**src/core/evt_flags_pkg.sv**
```systemverilog
// Purpose: shared constants and carrier types for the event status flags
// Assumes: one system clock at 100 MHz, asynchronous active-low reset
// Notes: the register is reached on a plain word port, no public bus
package evt_flags_pkg;

  // ****************************************************************
  // register layout
  // ****************************************************************
  localparam logic [15:0] EVT_STATUS_ADDR = 16'h0400;
  localparam logic [31:0] EVT_STATUS_RESET = 32'h0000_0000;
  localparam logic [31:0] EVT_IMPL_MASK = 32'h0FFF_FFC0;
  localparam int unsigned BIT_PULSE1 = 6;
  localparam int unsigned BIT_PULSE2 = 7;
  localparam int unsigned BIT_RMS_ONE = 8;
  localparam int unsigned BIT_POWER_FACTOR_READY_FLAG = 9;
  localparam int unsigned BIT_ISUM = 10;
  localparam int unsigned BIT_ACT_NL = 11;
  localparam int unsigned BIT_APP_NL = 12;
  localparam int unsigned BIT_CONFIG_CHECKSUM_CHANGED_FLAG = 13;
  localparam int unsigned BIT_RST_DONE = 14;
  localparam int unsigned BIT_ORDER = 15;
  localparam int unsigned BIT_TIMEOUT_A = 16;
  localparam int unsigned BIT_VZX_A = 19;
  localparam int unsigned BIT_VZX_COMB = 22;
  localparam int unsigned BIT_IZX_A = 23;
  localparam int unsigned BIT_AUXILIARY_CHANNEL_0 = 26;
  localparam int unsigned BIT_AUXILIARY_CHANNEL_1 = 27;

  // ****************************************************************
  // timing
  // ****************************************************************
  localparam int unsigned CLK_PERIOD_NS = 10;
  localparam longint unsigned PF_PERIOD_S = 1;
  localparam longint unsigned PF_PERIOD_CYCLES =
    (PF_PERIOD_S * 64'd1_000_000_000) / CLK_PERIOD_NS;
  localparam int unsigned RST_DONE_CYCLES = 16;

  // ****************************************************************
  // carriers
  // ****************************************************************
  typedef struct packed {
    logic [1:0] aux_zx;
    logic [2:0] cur_zx;
    logic comb_zx;
    logic [2:0] volt_zx;
    logic [2:0] zx_timeout;
    logic rms_one_upd;
  } zx_events_t;

  typedef struct packed {
    logic [2:0] app_noload;
    logic [2:0] act_noload;
    logic isum_over;
    logic [15:0] crc_value;
  } levels_t;

  typedef struct packed {
    logic wr;
    logic rd;
    logic [15:0] addr;
    logic [31:0] wdata;
  } reg_req_t;

endpackage

```
**src/core/evt_edge_watch.sv**
```systemverilog
// Purpose: flags a change of a level vector and a high-to-low edge
// Assumes: inputs synchronous to i_clk
// Notes: first sample after reset is taken as the baseline, no event
`timescale 1ns/10ps
module evt_edge_watch #(
  parameter int unsigned W = 8
) (
  input wire logic i_clk, // system clock
  input wire logic i_resetn, // async reset, active low
  input wire logic [W-1:0] i_level, // watched levels
  output logic o_changed, // any bit changed, pulse
  output logic [W-1:0] o_fell // per-bit high-to-low, pulse
);
  logic [W-1:0] prev_q;
  logic armed_q;

  assign o_changed = armed_q && (prev_q != i_level);
  assign o_fell = armed_q ? (prev_q & ~i_level) : '0;

  always_ff @(posedge i_clk or negedge i_resetn) begin
    if (!i_resetn) begin
      prev_q <= '0;
      armed_q <= 1'b0;
    end else begin
      prev_q <= i_level;
      armed_q <= 1'b1;
    end
  end
endmodule // evt_edge_watch

```
**src/core/metrology_event_status_flags.sv**
```systemverilog
// Purpose: sticky event status word, bits 27..6, write one to clear
// Assumes: datapath delivers one-cycle event pulses and steady levels
// Notes: bits 31..28 and 5..0 are not held here and read as zero
`timescale 1ns/10ps

module metrology_event_status_flags #(
  parameter longint unsigned PF_CYCLES = evt_flags_pkg::PF_PERIOD_CYCLES
) (
  input wire logic i_clk, // 100 MHz system clock
  input wire logic i_resetn, // async reset, active low
  input wire evt_flags_pkg::zx_events_t i_zx, // datapath event pulses
  input wire evt_flags_pkg::levels_t i_lvl, // datapath levels and checksum
  input wire logic i_first_pulse_out, // first energy pulse pin level
  input wire logic i_second_pulse_out, // second energy pulse pin level
  input wire evt_flags_pkg::reg_req_t i_req, // host register request
  output logic [31:0] o_rdata, // read data, registered
  output logic o_rvalid, // read data valid, pulse
  output logic [15:0] o_checksum_result, // latest checksum, registered
  output logic o_pf_update // power factor refresh strobe
);
  // ****************************************************************
  // event detection
  // ****************************************************************
  localparam int unsigned LW = 3 + 3 + 1 + 16;
  localparam int unsigned PFW = $clog2(PF_CYCLES + 1);

  logic [31:0] status_q, status_d;
  logic [31:0] set_vec, clr_vec;
  logic [LW-1:0] lvl_vec;
  logic lvl_changed;
  logic [1:0] pin_fell;
  logic app_chg, act_chg, isum_chg, config_checksum_changed_flag;
  logic [LW-1:0] prev_lvl_q;
  logic [1:0] last_v_q, last_v_d;
  logic order_err;
  logic [PFW-1:0] pf_cnt_q;
  logic pf_tick;
  logic [4:0] rst_cnt_q;
  logic rst_done_pulse;
  logic hit;

  assign lvl_vec = {i_lvl.app_noload, i_lvl.act_noload, i_lvl.isum_over,
                    i_lvl.crc_value};

  evt_edge_watch #(.W(LW)) u_lvl_watch (
    .i_clk(i_clk),
    .i_resetn(i_resetn),
    .i_level(lvl_vec),
    .o_changed(lvl_changed),
    .o_fell()
  );

  evt_edge_watch #(.W(2)) u_pin_watch (
    .i_clk(i_clk),
    .i_resetn(i_resetn),
    .i_level({i_second_pulse_out, i_first_pulse_out}),
    .o_changed(),
    .o_fell(pin_fell)
  );

  // per-group change, compared against the previous sample
  assign app_chg = lvl_changed &&
    (prev_lvl_q[LW-1 -: 3] != lvl_vec[LW-1 -: 3]);
  assign act_chg = lvl_changed && (prev_lvl_q[19:17] != lvl_vec[19:17]);
  assign isum_chg = lvl_changed && (prev_lvl_q[16] != lvl_vec[16]);
  assign config_checksum_changed_flag = lvl_changed && (prev_lvl_q[15:0] != lvl_vec[15:0]);

  // phase of each voltage crossing, kept as the last one seen; 3 means none seen yet
  function automatic logic [1:0] phase_of(input logic [2:0] zx);
    phase_of = zx[0] ? 2'h0 : (zx[1] ? 2'h1 : 2'h2);
  endfunction

  assign order_err = (|i_zx.volt_zx) && (last_v_q != 2'h3) &&
    (phase_of(i_zx.volt_zx) != ((last_v_q == 2'h2) ? 2'h0 : last_v_q + 2'h1));
  assign last_v_d = (|i_zx.volt_zx) ? phase_of(i_zx.volt_zx) : last_v_q;

  assign pf_tick = (pf_cnt_q == PFW'(PF_CYCLES - 1));
  assign o_pf_update = pf_tick;

  assign rst_done_pulse =
    (rst_cnt_q == 5'(evt_flags_pkg::RST_DONE_CYCLES - 1));

  always_comb begin
    set_vec = '0;
    set_vec[evt_flags_pkg::BIT_AUXILIARY_CHANNEL_1] = i_zx.aux_zx[1];
    set_vec[evt_flags_pkg::BIT_AUXILIARY_CHANNEL_0] = i_zx.aux_zx[0];
    set_vec[evt_flags_pkg::BIT_IZX_A +: 3] = i_zx.cur_zx;
    set_vec[evt_flags_pkg::BIT_VZX_COMB] = i_zx.comb_zx;
    set_vec[evt_flags_pkg::BIT_VZX_A +: 3] = i_zx.volt_zx;
    set_vec[evt_flags_pkg::BIT_TIMEOUT_A +: 3] = i_zx.zx_timeout;
    set_vec[evt_flags_pkg::BIT_ORDER] = order_err;
    set_vec[evt_flags_pkg::BIT_RST_DONE] = rst_done_pulse;
    set_vec[evt_flags_pkg::BIT_CONFIG_CHECKSUM_CHANGED_FLAG] = config_checksum_changed_flag;
    set_vec[evt_flags_pkg::BIT_APP_NL] = app_chg;
    set_vec[evt_flags_pkg::BIT_ACT_NL] = act_chg;
    set_vec[evt_flags_pkg::BIT_ISUM] = isum_chg;
    set_vec[evt_flags_pkg::BIT_POWER_FACTOR_READY_FLAG] = pf_tick;
    set_vec[evt_flags_pkg::BIT_RMS_ONE] = i_zx.rms_one_upd;
    set_vec[evt_flags_pkg::BIT_PULSE2] = pin_fell[1];
    set_vec[evt_flags_pkg::BIT_PULSE1] = pin_fell[0];
  end

  // ****************************************************************
  // register access
  // ****************************************************************
  assign hit = (i_req.addr == evt_flags_pkg::EVT_STATUS_ADDR);
  assign clr_vec = (i_req.wr && hit) ? i_req.wdata : '0;
  // set wins over a same-cycle clear
  assign status_d = ((status_q & ~clr_vec) | set_vec) &
                    evt_flags_pkg::EVT_IMPL_MASK;

  always_ff @(posedge i_clk or negedge i_resetn) begin
    if (!i_resetn) begin
      status_q <= evt_flags_pkg::EVT_STATUS_RESET;
      prev_lvl_q <= '0;
      last_v_q <= 2'h3;
      pf_cnt_q <= '0;
      rst_cnt_q <= '0;
      o_checksum_result <= 16'h0000;
      o_rdata <= 32'h0000_0000;
      o_rvalid <= 1'b0;
    end else begin
      status_q <= status_d;
      prev_lvl_q <= lvl_vec;
      last_v_q <= last_v_d;
      pf_cnt_q <= pf_tick ? '0 : pf_cnt_q + PFW'(1);
      if (rst_cnt_q != 5'(evt_flags_pkg::RST_DONE_CYCLES)) begin
        rst_cnt_q <= rst_cnt_q + 5'h1;
      end
      o_checksum_result <= i_lvl.crc_value;
      o_rvalid <= i_req.rd;
      o_rdata <= (i_req.rd && hit) ? status_q : 32'h0000_0000;
    end
  end

  // ****************************************************************
  // checks
  // ****************************************************************
  a_sticky_hold: assert property (
    @(posedge i_clk) disable iff (!i_resetn)
    (status_q[evt_flags_pkg::BIT_AUXILIARY_CHANNEL_1] && !clr_vec[evt_flags_pkg::BIT_AUXILIARY_CHANNEL_1])
    |=> status_q[evt_flags_pkg::BIT_AUXILIARY_CHANNEL_1])
    else $error("sticky flag dropped without clear");
  a_aux_set: assert property (
    @(posedge i_clk) disable iff (!i_resetn)
    i_zx.aux_zx[0] |=> status_q[evt_flags_pkg::BIT_AUXILIARY_CHANNEL_0])
    else $error("auxiliary_channel_0 crossing not flagged");
  a_cur_set: assert property (
    @(posedge i_clk) disable iff (!i_resetn)
    i_zx.cur_zx[2] |=> status_q[evt_flags_pkg::BIT_IZX_A + 2])
    else $error("phase c current crossing not flagged");
  a_comb_set: assert property (
    @(posedge i_clk) disable iff (!i_resetn)
    i_zx.comb_zx |=> status_q[evt_flags_pkg::BIT_VZX_COMB])
    else $error("combined crossing not flagged");
  a_volt_set: assert property (
    @(posedge i_clk) disable iff (!i_resetn)
    i_zx.volt_zx[1] |=> status_q[evt_flags_pkg::BIT_VZX_A + 1])
    else $error("phase b voltage crossing not flagged");
  a_timeout_set: assert property (
    @(posedge i_clk) disable iff (!i_resetn)
    i_zx.zx_timeout[0] |=> status_q[evt_flags_pkg::BIT_TIMEOUT_A])
    else $error("timeout not flagged");
  a_order_set: assert property (
    @(posedge i_clk) disable iff (!i_resetn)
    ((i_zx.volt_zx == 3'b100) && (last_v_q == 2'h2))
    |=> status_q[evt_flags_pkg::BIT_ORDER])
    else $error("repeated phase c crossing not flagged");
  a_crc_copy: assert property (
    @(posedge i_clk) disable iff (!i_resetn)
    config_checksum_changed_flag |=> (o_checksum_result == $past(i_lvl.crc_value)))
    else $error("new checksum not readable");
  a_pulse1_fall: assert property (
    @(posedge i_clk) disable iff (!i_resetn)
    ($fell(i_first_pulse_out) && $past(i_resetn))
    |=> status_q[evt_flags_pkg::BIT_PULSE1])
    else $error("first pulse edge not flagged");
  a_pulse2_fall: assert property (
    @(posedge i_clk) disable iff (!i_resetn)
    ($fell(i_second_pulse_out) && $past(i_resetn))
    |=> status_q[evt_flags_pkg::BIT_PULSE2])
    else $error("second pulse edge not flagged");
  a_rst_done: assert property (
    @(posedge i_clk) disable iff (!i_resetn)
    rst_done_pulse |=> status_q[evt_flags_pkg::BIT_RST_DONE])
    else $error("reset completion not flagged");
  a_clear_works: assert property (
    @(posedge i_clk) disable iff (!i_resetn)
    (clr_vec[evt_flags_pkg::BIT_RMS_ONE] &&
     !set_vec[evt_flags_pkg::BIT_RMS_ONE])
    |=> !status_q[evt_flags_pkg::BIT_RMS_ONE])
    else $error("write one did not clear");
endmodule // metrology_event_status_flags

```
**config.mk**
```make
export PLATFORM = sky130hd
export DESIGN_NAME = metrology_event_status_flags
export DESIGN_NICKNAME = d
export VERILOG_FILES = /design/src/core/evt_flags_pkg.sv /design/src/core/evt_edge_watch.sv /design/src/core/metrology_event_status_flags.sv
export SDC_FILE = /design/constraint.sdc
export NUM_CORES = 1
export LEC_CHECK = 0
export BUFFER_PORTS_ARGS = -buffer_cell sky130_fd_sc_hd__buf_2
export CAP_MARGIN = 20
export CORE_ASPECT_RATIO = 1.4
export CORE_UTILIZATION = 40
export DETAILED_ROUTE_END_ITERATION = 8
export PLACE_DENSITY = 0.69
export SKIP_LAST_GASP = 1
export SLEW_MARGIN = 20
export SYNTH_ARGS = -nofsm -noshare
export SYNTH_HDL_FRONTEND = slang
export SYNTH_SLANG_ARGS = --single-unit
```
**constraint.sdc**
```tcl
create_clock -name i_clk -period 2.7 [get_ports i_clk]
set_input_delay 0.135 -clock i_clk [delete_from_list [all_inputs] [get_ports i_clk]]
set_output_delay 0.135 -clock i_clk [all_outputs]
set_load 0.01 [all_outputs]
```
==> metrics.md <==
| Metric | Value |
|---|---|
| GRT Total Usage | 17.72% |
| Root Driver | clkbuf_16 |
| Ys Warns | 0 |
| Kind of critical path | register to output pin |
| Worst setup SP type | register |
| Final setup viols | 0 |
| Critical path endpoint | o_pf_update |
| Fin nets | 610 |
| Sequential cell area | 2630 sq um |
| Async SR Flop Fraction | 100.0% |
| Maximum vdd drop | 309.1 uV |
| Starting DRT DRC Count | 102 |
| Grt met3 use | 4.436% |
| Max-cap violation count | 0 |
| Leak Pwr | 2.722 nW |
| Area growth syn-to-layout | 29.22% |
| Crit-path cells | ha_1 > nand3_1 > or3_1 > nor4_4 > buf_2 |
| Port buffer count | 119 |
| CTS buffer count | 9 |
| Reg-to-reg endpoint | pf_cnt_q[26] |
| Final hold vios | 0 |
| Initial antenna violation count | 0 |
| Setup TNS | 0 ns |
| Commonest cells in the netlist | 103 x dfrtp_1, 35 x nand3_1, 26 x buf_4, 25 x and3_1, 22 x xor2_1 |
| ANT nets after route | 0 |
| Rows | 45 |
| CP Capture Type | output pin |
| Die width | 90.96 um |
| Status | finished, final reports clean |
| CTS tree | done |
| Clk sinks | 105 |
| Most frequent cell after synthesis | dfrtp_1 |
| Main synth FF type | dfrtp_1 |
| Crit path max fanout | 8 |
| Multi-input gate area | 1549 sq um |
| Tcrit/Tclk final | 83.12% |
| Clock transition at path regs | 0.07 ns |
| Syn Inst Count | 374 |
| Clock Latency Late Sink | 0.33 ns |
| Period minus WS final | 2.244 ns |
| HP Start | i_zx[6] |
| Pwr dens | 553.6 nW/um^2 |
| H-tree depth | 3 |
| Worst Reg-to-Reg Cells | 4 |
| Max-slew headroom at the worst pin | 49.89% |
| Slew Limit Fails | 0 |
| CP peak stage delay | 0.41 ns |
| Synth area leader | dfrtp_1 |
| FMAX | 445.6 MHz |
| Fill count | 924 |
| Grt met1 use | 20.42% |
| Yosys cell types | 44 |
| Ports | 140 |
| Vias in the first global route | 3454 |
| Post-DP HPWL | 6680 um |
| Share of layout cells above drive strength 1 | 28.98% |
| Synthesized cell area | 4432 sq um |
| Worst hold slack | 0.04123 ns |
| Placeable Area | 10810 sq um |
| GRT overflow | 0 |
| Die H | 126.5 um |
| Worst path arrival time | 2.11 ns |
| Grt met2 use | 31.95% |
| Diode count | 0 |
| Worst clock skew | 0.007459 ns |
| Average cell area after synthesis | 11.85 sq um |
| Detailed Route WL | 9450 um |
| Setup Buffers After CTS | 0 |
| Critical path startpoint | pf_cnt_q[0] |
| Via count | 3303 |
| Flops & latches, synth | 105 |
| Synth top area share | 58.16% |
| Worst Path Required | 2.57 ns |
| Initial Util | 41.00% |
| # DRC | 0 |
| Largest net degree at the start of global routing | 56 |
| R2R Path Start | pf_cnt_q[11] |
| First-pass GRT wire length | 16220 um |
| DR vias/cell | 4.989 |
| Unrepaired setup endpoints after global routing | no |
| GR peak layer | met2 |
| Slowest cell on crit path | nor4_4 |
| Wire per inst | 14.27 um |
| Reg2reg setup slack | 0.66 ns |
| Part of the Yosys area used for sequential elements | 59.35% |
| Top post-synthesis cells by area | dfrtp_1 58%, buf_4 4.4%, xor2_1 4.3% |
| Total Power | 0.003171 W |
| Worst hold path class | input port to register |
| Number of enable flip-flop cells after synthesis | 0 |
| First drt pass iteration count | 4 |
| Slew at the pin with the worst max-slew slack | 0.7412 ns |
| Clock buffer depth | 2 |
| Total Die Area | 11510 sq um |
| Placer Congestion | 0.7842 |
worst min path at each step:
stage / to / cells after the start
finish: status_q[21] / 2
global placement: u_lvl_watch.prev_q[5] / 1
floorplan: o_rdata[10] / 0
detailed placement: u_lvl_watch.prev_q[10] / 1
global route: status_q[21] / 2
CTS: status_q[21] / 2
logic make-up (layout without fill, tap and decap cells):
logic type,count (synthesis),in the layout,synth area share (%)
AO/OA/AOI/OAI,43,43,6.917
multiplexers,2,2,0.4799
flip-flops,105,105,59.34
other,2,11,0.1695
buffers and inverters,48,186,6.465
XOR/XNOR,42,42,8.300
adder cells (fa/ha/maj),4,4,1.129
AND/OR/NAND/NOR,128,128,17.19
cells in the final DEF, fill, tap and decap left out, drive strengths merged, types with 11 or more instances in the layout:
cell,n
buf,123
clkbuf,12
xor2,22
nand3,35
xnor2,20
nor4,11
dfrtp,103
nor2,13
dlygate4sd3,38
and3,26
conb,11
a21o,16
registers in the layout, indices dropped and copies added, names as in the netlist:
| signal | flops |
|---|---|
| pf_cnt_q | 27 |
| u_lvl_watch.prev_q | 23 |
| o_rdata | 22 |
| status_q | 22 |
| rst_cnt_q | 5 |
| last_v_q | 2 |
| u_pin_watch.prev_q | 2 |
| o_rvalid | 1 |
| u_pin_watch.armed_q | 1 |
final cells by class:
| type | count | share of cell area, % |
|---|---|---|
| clock buffers | 12 | 4.654 |
| multi-input cells | 230 | 27.05 |
| flip-flops and latches | 105 | 45.93 |
| well taps | 141 | 3.081 |
| clock inverters | 4 | 0.8739 |
| inverters | 9 | 0.5899 |
| repair buffers | 161 | 17.83 |
critical path, delay by kind of cell, from the launching register on:
family                   cells  cell delay (ns)
AND/OR/NAND/NOR              3             0.92
flip-flops                   1             0.38
adder cells (fa/ha/maj)      1             0.25
buffers and inverters        1             0.23
metal layers:
layer,part of all wire (%),up-vias
met5,0,-
met4,1.1,0
met3,5.5,9
met2,53,101
met1,40,1633
li1,-,1560
where the power goes:
group,internal [W],switching [W],total (W)
combinational,0.000111,0.000108,0.000218
sequential,0.00160,0.0000144,0.00161
clock,0.000793,0.000549,0.00134
total,0.00250,0.000671,0.00317
metrics by stage:
| stage | cell area [sq um] | utilization [%] | cells | setup slack [ns] |
|---|---|---|---|---|
| floorplan | 4466 | - | 383 | 0.7764 |
| finish | 5727 | 52.97 | 662 | 0.4558 |
| CTS | 5727 | 52.97 | 662 | 0.4257 |
| global route | 5727 | 52.97 | 662 | 0.2811 |
| detailed placement | 5030 | 46.53 | 608 | 0.6647 |
| global placement | 5030 | 46.53 | 608 | 0.7113 |
timing repair:
item / CTS / global route
hold buffers: 38 / 0
endpoints found under the hold margin: 87 / 0
gates resized for setup: 0 / 0
Note: power is estimated with default switching activity, not from simulation.
